**config.mk**
```make
export PLATFORM = sky130hd
export DESIGN_NAME = service_request_status_byte
export DESIGN_NICKNAME = d
export VERILOG_FILES = /design/src/shared/srq_status_pkg.sv /design/src/rtl/refresh_tick_gen.sv /design/src/rtl/service_request_status_byte.sv
export SDC_FILE = /design/constraint.sdc
export NUM_CORES = 1
export LEC_CHECK = 0
export BUFFER_PORTS_ARGS = -buffer_cell sky130_fd_sc_hd__buf_2
export CAP_MARGIN = 20
export CORE_ASPECT_RATIO = 1.1
export CORE_UTILIZATION = 55
export CTS_CLUSTER_SIZE = 10
export DETAILED_ROUTE_END_ITERATION = 16
export GPL_TIMING_DRIVEN = 0
export PLACE_DENSITY = 0.83
export SLEW_MARGIN = 15
export SYNTH_ARGS = -nofsm -noshare
export SYNTH_HDL_FRONTEND = slang
export SYNTH_SLANG_ARGS = --single-unit
```
**constraint.sdc**
```tcl
create_clock -name ref_clk -period 2.03 [get_ports ref_clk]
set_input_delay 0.406 -clock ref_clk [delete_from_list [all_inputs] [get_ports ref_clk]]
set_output_delay 0.406 -clock ref_clk [all_outputs]
set_load 0.01 [all_outputs]
```
**src/shared/srq_status_pkg.sv**
```systemverilog
`default_nettype none

package srq_status_pkg;

  // Clock and status refresh timing
  localparam int unsigned CLK_FREQ_HZ       = 200_000_000;
  localparam int unsigned REFRESH_PERIOD_MS = 50;
  localparam int unsigned REFRESH_CYCLES    = (CLK_FREQ_HZ / 1000) * REFRESH_PERIOD_MS;

  // Status byte layout
  localparam int unsigned STATUS_W  = 8;
  localparam int unsigned CODE_W    = 4;
  localparam int unsigned BIT_BREAK = 7;
  localparam int unsigned BIT_RQS   = 6;
  localparam int unsigned BIT_HW    = 5;
  localparam int unsigned BIT_RUN   = 4;

  typedef logic [CODE_W-1:0]   err_code_t;
  typedef logic [STATUS_W-1:0] status_t;

  // Encoded message values of the low nibble
  localparam err_code_t CODE_USER_KEY       = 4'h0;
  localparam err_code_t CODE_SYNTAX         = 4'h1;
  localparam err_code_t CODE_UNEXP_UNIT     = 4'h2;
  localparam err_code_t CODE_INCOMPLETE     = 4'h3;
  localparam err_code_t CODE_UNTERM_STRING  = 4'h4;
  localparam err_code_t CODE_RANGE_OVERFLOW = 4'h5;
  localparam err_code_t CODE_ILLEGAL_SIGN   = 4'h6;
  localparam err_code_t CODE_ILLEGAL_UNIT   = 4'h7;
  localparam err_code_t CODE_HW_ABSENT      = 4'h8;
  localparam err_code_t CODE_ILLEGAL_CHAN   = 4'h9;
  localparam err_code_t CODE_ENTRY_DENIED   = 4'hA;
  localparam err_code_t CODE_FORMATTER      = 4'hB;
  localparam err_code_t CODE_PARAM_LOST     = 4'hC;
  localparam err_code_t CODE_TIMING         = 4'hD;
  localparam err_code_t CODE_LEVEL          = 4'hE;
  localparam err_code_t CODE_TRIGGER_LATE   = 4'hF;

  // Mask command arguments
  localparam int unsigned MASK_ARG_W      = 2;
  localparam logic [1:0]  MASK_ARG_RESTORE = 2'h1;
  localparam logic [1:0]  MASK_ARG_SUPPRESS = 2'h2;

  // Reset values
  localparam err_code_t CODE_RESET   = 4'h0;
  localparam status_t   STATUS_RESET = 8'h00;

  typedef enum logic
  {
    REPORT_ALL    = 1'b0,
    REPORT_MASKED = 1'b1
  } mask_mode_e;

  // Timing or level incompatibility code
  function automatic logic is_compat_code(input err_code_t code);
    return (code == CODE_TIMING) || (code == CODE_LEVEL);
  endfunction

endpackage

`default_nettype wire

```
**src/rtl/refresh_tick_gen.sv**
```systemverilog
`default_nettype none

module refresh_tick_gen #(
  parameter int unsigned PERIOD_CYCLES = srq_status_pkg::REFRESH_CYCLES
) (
  input  wire logic ref_clk,
  input  wire logic resetn,
  output var  logic tick_r
);
  import srq_status_pkg::*;

  localparam int unsigned CNT_W = (PERIOD_CYCLES > 2) ? $clog2(PERIOD_CYCLES) : 1;
  localparam logic [CNT_W-1:0] CNT_LAST = CNT_W'(PERIOD_CYCLES - 1);

  if (PERIOD_CYCLES < 2)
  begin : g_bad_period
    $error("refresh_tick_gen: PERIOD_CYCLES must be at least 2");
  end

  logic [CNT_W-1:0] cnt_r;

  // Free-running divider; one-cycle enable at the end of each period
  always_ff @(posedge ref_clk)
  begin
    if (!resetn)
    begin
      cnt_r  <= '0;
      tick_r <= 1'b0;
    end
    else if (cnt_r == CNT_LAST)
    begin
      cnt_r  <= '0;
      tick_r <= 1'b1;
    end
    else
    begin
      cnt_r  <= cnt_r + CNT_W'(1);
      tick_r <= 1'b0;
    end
  end

endmodule // refresh_tick_gen

`default_nettype wire

```
**src/rtl/service_request_status_byte.sv**
```systemverilog
`default_nettype none

// Overview of operation
// Errors or key raise request line, indicator
// Serial poll returns one eight-bit status byte
// Upper four bits are independent flags
// Lower four bits are one encoded code
// Top bit shows halted state, periodically refreshed
// Bit four shows running state, periodically refreshed
// Codes zero to seven: key, parse errors
// Codes eight to fifteen: hardware, setup errors
// Timing/level error sets hardware flag plus code
// Hardware flag holds while incompatibility persists
// Only latest error code kept, overwritten
// Poll does not clear code or the other flags
// Request flag marks new status since report
// Mask command silences request for 13, 14
// Request line held until serial poll
// Controller waits about 0.1 s before polling
// Controller polls all, finds request flag
// Only first error of a line reported
// Poll releases request line and flag
module service_request_status_byte #(
  parameter int unsigned REFRESH_CYCLES = srq_status_pkg::REFRESH_CYCLES
) (
  input  wire logic                              ref_clk,
  input  wire logic                              resetn,
  input  wire logic                              error_strobe,
  input  wire srq_status_pkg::err_code_t         error_code,
  input  wire logic                              line_end,
  input  wire logic                              key_pin,
  input  wire logic                              gen_running,
  input  wire logic                              gen_halted,
  input  wire logic                              screen_refresh_command,
  input  wire logic                              error_report_mask_command,
  input  wire logic [srq_status_pkg::MASK_ARG_W-1:0] mask_argument,
  input  wire logic                              timing_err_present,
  input  wire logic                              level_err_present,
  input  wire logic                              serial_poll_call,
  output var  logic                              service_request_r,
  output var  logic                              request_indicator_r,
  output var  srq_status_pkg::status_t           status_byte_r,
  output var  logic                              status_byte_valid_r
);
  import srq_status_pkg::*;

  logic       key_meta_r;
  logic       key_sync_r;
  logic       key_prev_r;
  logic       line_err_seen_r;
  mask_mode_e mask_mode_r;
  err_code_t  code_r;
  logic       hw_flag_r;
  logic       rqs_flag_r;
  logic       run_flag_r;
  logic       break_flag_r;
  logic       refresh_tick;

  logic       key_event;
  logic       err_accept;
  logic       load_event;
  logic       compat_event;
  logic       report_event;
  logic       compat_present;
  err_code_t  code_nxt;
  status_t    status_nxt;

  // Periodic refresh enable for the run and break flags
  refresh_tick_gen #(
    .PERIOD_CYCLES (REFRESH_CYCLES)
  ) u_refresh (
    .ref_clk (ref_clk),
    .resetn  (resetn),
    .tick_r  (refresh_tick)
  );

  // Front-panel key is asynchronous; two flops before any logic looks at it
  always_ff @(posedge ref_clk)
  begin
    if (!resetn)
    begin
      key_meta_r <= 1'b0;
      key_sync_r <= 1'b0;
      key_prev_r <= 1'b0;
    end
    else
    begin
      key_meta_r <= key_pin;
      key_sync_r <= key_meta_r;
      key_prev_r <= key_sync_r;
    end
  end

  // Event decode; a key press loads code zero, a line error loads its own code
  always_comb
  begin
    key_event      = key_sync_r & ~key_prev_r;
    err_accept     = error_strobe & ~line_err_seen_r;
    load_event     = err_accept | key_event;
    compat_event   = err_accept & is_compat_code(error_code);
    compat_present = timing_err_present | level_err_present;
    // Masked incompatibility codes still load, but stay silent
    report_event   = key_event
                   | (err_accept
                      & ~((mask_mode_r == REPORT_MASKED)
                          & is_compat_code(error_code)));
    // A parser error beats a key press landing in the same cycle
    code_nxt       = err_accept ? error_code : CODE_USER_KEY;
  end

  // Snapshot of the live status; flags in the top nibble, code in the low one
  always_comb
  begin
    status_nxt            = STATUS_RESET;
    status_nxt[BIT_BREAK] = break_flag_r;
    status_nxt[BIT_RQS]   = rqs_flag_r;
    status_nxt[BIT_HW]    = hw_flag_r;
    status_nxt[BIT_RUN]   = run_flag_r;
    status_nxt[CODE_W-1:0] = code_r;
  end

  // First error of a programming line wins; the line end re-arms capture
  always_ff @(posedge ref_clk)
  begin
    if (!resetn)
    begin
      line_err_seen_r <= 1'b0;
    end
    else if (line_end)
    begin
      line_err_seen_r <= 1'b0;
    end
    else if (err_accept)
    begin
      line_err_seen_r <= 1'b1;
    end
  end

  // Mask mode; any other argument value leaves the mode alone
  always_ff @(posedge ref_clk)
  begin
    if (!resetn)
    begin
      mask_mode_r <= REPORT_ALL;
    end
    else if (error_report_mask_command)
    begin
      if (mask_argument == MASK_ARG_SUPPRESS)
      begin
        mask_mode_r <= REPORT_MASKED;
      end
      else if (mask_argument == MASK_ARG_RESTORE)
      begin
        mask_mode_r <= REPORT_ALL;
      end
    end
  end

  // Single level of reporting: newest code overwrites, nothing is queued
  always_ff @(posedge ref_clk)
  begin
    if (!resetn)
    begin
      code_r <= CODE_RESET;
    end
    else if (load_event)
    begin
      code_r <= code_nxt;
    end
  end

  // Hardware flag survives later codes while an incompatibility persists;
  // it only drops when a new code (error or key press) loads and no such condition remains
  always_ff @(posedge ref_clk)
  begin
    if (!resetn)
    begin
      hw_flag_r <= 1'b0;
    end
    else if (compat_event)
    begin
      hw_flag_r <= 1'b1;
    end
    else if (load_event && !compat_present)
    begin
      hw_flag_r <= 1'b0;
    end
  end

  // Request flag and line; a new report in the poll cycle keeps them set
  always_ff @(posedge ref_clk)
  begin
    if (!resetn)
    begin
      rqs_flag_r          <= 1'b0;
      service_request_r   <= 1'b0;
      request_indicator_r <= 1'b0;
    end
    else if (report_event)
    begin
      rqs_flag_r          <= 1'b1;
      service_request_r   <= 1'b1;
      request_indicator_r <= 1'b1;
    end
    else if (serial_poll_call)
    begin
      rqs_flag_r          <= 1'b0;
      service_request_r   <= 1'b0;
      request_indicator_r <= 1'b0;
    end
  end

  // Run and break sampled only on refresh, so they may lag the generator
  always_ff @(posedge ref_clk)
  begin
    if (!resetn)
    begin
      run_flag_r   <= 1'b0;
      break_flag_r <= 1'b0;
    end
    else if (refresh_tick || screen_refresh_command)
    begin
      run_flag_r   <= gen_running;
      break_flag_r <= gen_halted;
    end
  end

  // Poll answer: byte captured before the poll clears the request flag
  always_ff @(posedge ref_clk)
  begin
    if (!resetn)
    begin
      status_byte_r       <= STATUS_RESET;
      status_byte_valid_r <= 1'b0;
    end
    else
    begin
      status_byte_valid_r <= serial_poll_call;
      if (serial_poll_call)
      begin
        status_byte_r <= status_nxt;
      end
    end
  end

endmodule // service_request_status_byte

`default_nettype wire

```
==> impl_results.md <==
- Post-synthesis sequential area ratio: 0.478
- Layout area overhead: 14.5%
- Clk network pwr share: 0.350
- Synth Instances: approximately 220
- Rel. slew slack: 0.579
- # Max-Cap Violations: 0
- Mean Syn Cell Area: between 9 and 10 sq um
- Period utilisation layout: 0.963
- Hold WS: 178 ps
- First-pass GRT wire length: 6360 um
- Sequential fraction of design power: 0.582
- CP endpoint: u_refresh.cnt_r[22]$_SDFF_PP0_
- Initial antenna violation count: 0
- Mapped Area: approximately 2000 sq um
- WL final: between 3000 and 4000 um
- Pwr dens: 734 nW/um^2
- FF-to-FF path depth: 5
- Initial core utilization: 0.581
- Synth Area in Simple Gates: 0.270
- Clock Tree Root: clkbuf_4
- Clk slew on worst S/H paths: 140 ps
- Synth async-reset ratio: 0
- Post CTS Setup Buffer Count: 0
- Area leader, netlist: dfxtp_1
- Die H: between 60 and 70 um
- Crit-path cells: ha_2 -> nand3_2 -> or4_4 -> or4_1 -> a21oi_1
- P_int: between 0.001 and 0.0015 W
- Most used DFF post-synth: dfxtp_1
- Crit path required time: 2330 ps
- Global Route met1 Usage: 0.254
- Avg WL per Cell: ~12 um
- Peak supply drop: between 0.4 and 0.5 mV
- Logic pwr share: 0.068
- Placer Congestion: 0.897
- TritonRoute pass-1 iters: 4
- Multiplexer share of the synthesized area: 0.0458
- Reg2reg setup slack: between 70 and 80 ps
- Die ar.: between 3000 and 4000 sq um
- Die width: approximately 59 um
- Drt drc: 0
- Pin count of the biggest net entering global routing: 15
- Startpoint types: flop
- GRT Total Usage: 0.223
- Max incr delay on CP: approximately 590 ps
- DP HPWL: roughly 2700 um
- I/O pin total: 29
- Most frequent cell after synthesis: dfxtp_1
- Finish-stage setup viols: 0
- Share of cells above drive strength 1: 0.191
- Number of synthesized flops with an enable pin: 0
- Synth cell count leaders: 47 x dfxtp_1, 31 x nor2_1, 13 x a21oi_1, 12 x nand2_1
- Sw Share: 0.219
- H-tree levels: 2
- Crit path capture type: flop
- Post-Synth Adder-Cell Area: 0.0127
- Leak pwr: 0.860 nW
- Std cell rows: 22
- Grt met3 use: 0.0639
- Via count: ~1600
- Tmin final: 1950 ps
- Slew @ Worst Pin: roughly 630 ps
- Vias in the first global route: roughly 1500
- Clock Path Buffers: 2
- Top reg by flops: u_refresh.cnt_r
- Clock Latency Late Sink: approximately 370 ps
- Reg-to-reg startpoint: u_refresh.cnt_r[1]$_SDFF_PP0_
- Max Freq: between 500 and 600 MHz
- Post-synthesis compound-gate area fraction: 0.0992
- Worst endpoint data arrival time: between 2000 and 2500 ps
- Port Buf Inserts: 27
- RSZ-0062 raised after global routing: no
- Clock skew: 16.8 ps
- Largest family of logic cells by synthesized area: simple AND/OR/NAND/NOR gates
- Vias per cell: between 5 and 6
- CP Max Fanout: 6
- Status: finished clean
- Worst setup startpoint: u_refresh.cnt_r[1]$_SDFF_PP0_
- Number of synthesized register bits: 47
- TritonCTS buffer count: 5
- Hold-fix buffers, CTS: 0
- Sw power: 0.000362 W
- CTS tree: yes
- Reg2reg end: u_refresh.cnt_r[22]$_SDFF_PP0_
- Final max-slew violation count: 0
- Count of cell types in the netlist: 35
- Post-synthesis xor/xnor area fraction: 0.0579
- Ant diodes: 0
- Grt ovf: 0
- Nets: between 200 and 300
- Max reg flops: 24
- Largest regs: u_refresh.cnt_r: 24 flops, status_byte_r: 8 flops, code_r: 4 flops
- GR Layer Usage met2: 0.382
- Type of the worst setup path: flop to flop
- Clk sinks: 47
- Synth Net Count: 236
- Slowest library cell on the worst path: or4_4
- Syn. warnings: 0
- Antenna-violating nets left: 0
- Area contributors post-synth: dfxtp_1 48%, nor2_1 5.9%, mux2i_1 4.6%, xnor2_1 3.6%, a21oi_1 3.3%
- Core Box Area: approximately 3400 sq um
- Worst min path class: input port to flop
- Final TNS setup: 0 ps
- Initial drt markers: 35
- Most Crowded Layer GR: met2
- Share of the synthesized area in the top cell type: 0.478
- Final Hold Fails: 0
cells in the final DEF (no fill, tap or decap), types with 2 or more instances in the layout:
| master | count |
|---|---|
| inv_1 | 6 |
| mux2i_1 | 9 |
| o21ai_0 | 9 |
| buf_6 | 2 |
| nand2_1 | 12 |
| a22oi_1 | 4 |
| nor3_1 | 5 |
| nand4_1 | 9 |
| or4_1 | 3 |
| and4_1 | 4 |
| xnor2_1 | 8 |
| buf_2 | 27 |
| xor2_1 | 5 |
| nor2b_1 | 4 |
| and2_1 | 5 |
| nand3_1 | 8 |
| dfxtp_1 | 46 |
| or3_1 | 5 |
| nor2_1 | 31 |
| nand3_2 | 2 |
| nor4_1 | 3 |
| clkbuf_4 | 5 |
| or4_4 | 2 |
| o31ai_1 | 2 |
| clkbuf_1 | 4 |
| a21oi_1 | 13 |
| and3_1 | 3 |
cell type report:
type                       count  area (sq um)
buffer                         7          45.0
clock buffer                   6          51.3
clock inverter                 2          35.0
fill                         288          1130
inverter                       7          26.3
multi-input combinational    155           958
sequential                    47           942
tap                           48          60.1
timing repair buffer          27           135
stage by stage:
stage                     total power [W]  std cells  worst slack (ps)  cell area, sq um  utilization
after global routing              0.00173        299             0.374              2250        0.666
after CTS                         0.00167        299              7.46              2250        0.665
after detailed placement          0.00110        291              8.60              2160        0.639
final                             0.00165        299              75.9              2250        0.666
after global placement            0.00109        291              61.6              2160        0.639
after floorplan                   0.00105        216               182              1970            -
critical path: cells and delay by family, from the launching register on:
family / cells / cell delay, ps
adders and majority gates: 1 / 240
and+or+nand+nor: 3 / 1120
AOI/OAI and AO/OA: 1 / 140
DFF: 1 / 390
per-layer routing:
layer  wire (um)  vias to the layer above
met5           0                        -
met4          70                        0
met3         139                        7
met2        1820                       33
met1        1710                      718
li1            -                      833
power by group through the flow:
stage          clock network [W]  logic (W)  registers (W)
6_report                0.000578   0.000112       0.000963
5_1_grt                 0.000639   0.000126       0.000967
4_1_cts                 0.000592   0.000113       0.000963
3_5_place_dp                   0   0.000112       0.000983
3_3_place_gp                   0   0.000110       0.000982
2_1_floorplan                  0  0.0000673       0.000984
repair_timing:
action | in CTS | in global routing
pin swaps | 0 | 1
gates resized for setup | 1 | 1
setup endpoints to repair | 2 | 20
cell families after synthesis:
family                   count (synthesis)
buffers and inverters                   14
XOR/XNOR                                13
AO/OA/AOI/OAI                           32
adder cells (fa/ha/maj)                  2
AND/OR/NAND/NOR                         99
multiplexers                             9
flip-flops                              47
worst min path at each step:
| stage | startpoint | to | slack (ps) | depth (start not counted) |
|---|---|---|---|---|
| detailed placement | key_meta_r$_SDFF_PN0_ | key_sync_r$_SDFF_PN0_ | 420 | 1 |
| global route | line_end | line_err_seen_r$_SDFFE_PP0P_ | 160 | 2 |
| floorplan | key_meta_r$_SDFF_PN0_ | key_sync_r$_SDFF_PN0_ | 410 | 1 |
| global placement | key_meta_r$_SDFF_PN0_ | key_sync_r$_SDFF_PN0_ | 420 | 1 |
| CTS | line_end | line_err_seen_r$_SDFFE_PP0P_ | 180 | 2 |
| finish | line_end | line_err_seen_r$_SDFFE_PP0P_ | 180 | 2 |
Power figures use the tool's default switching activity.
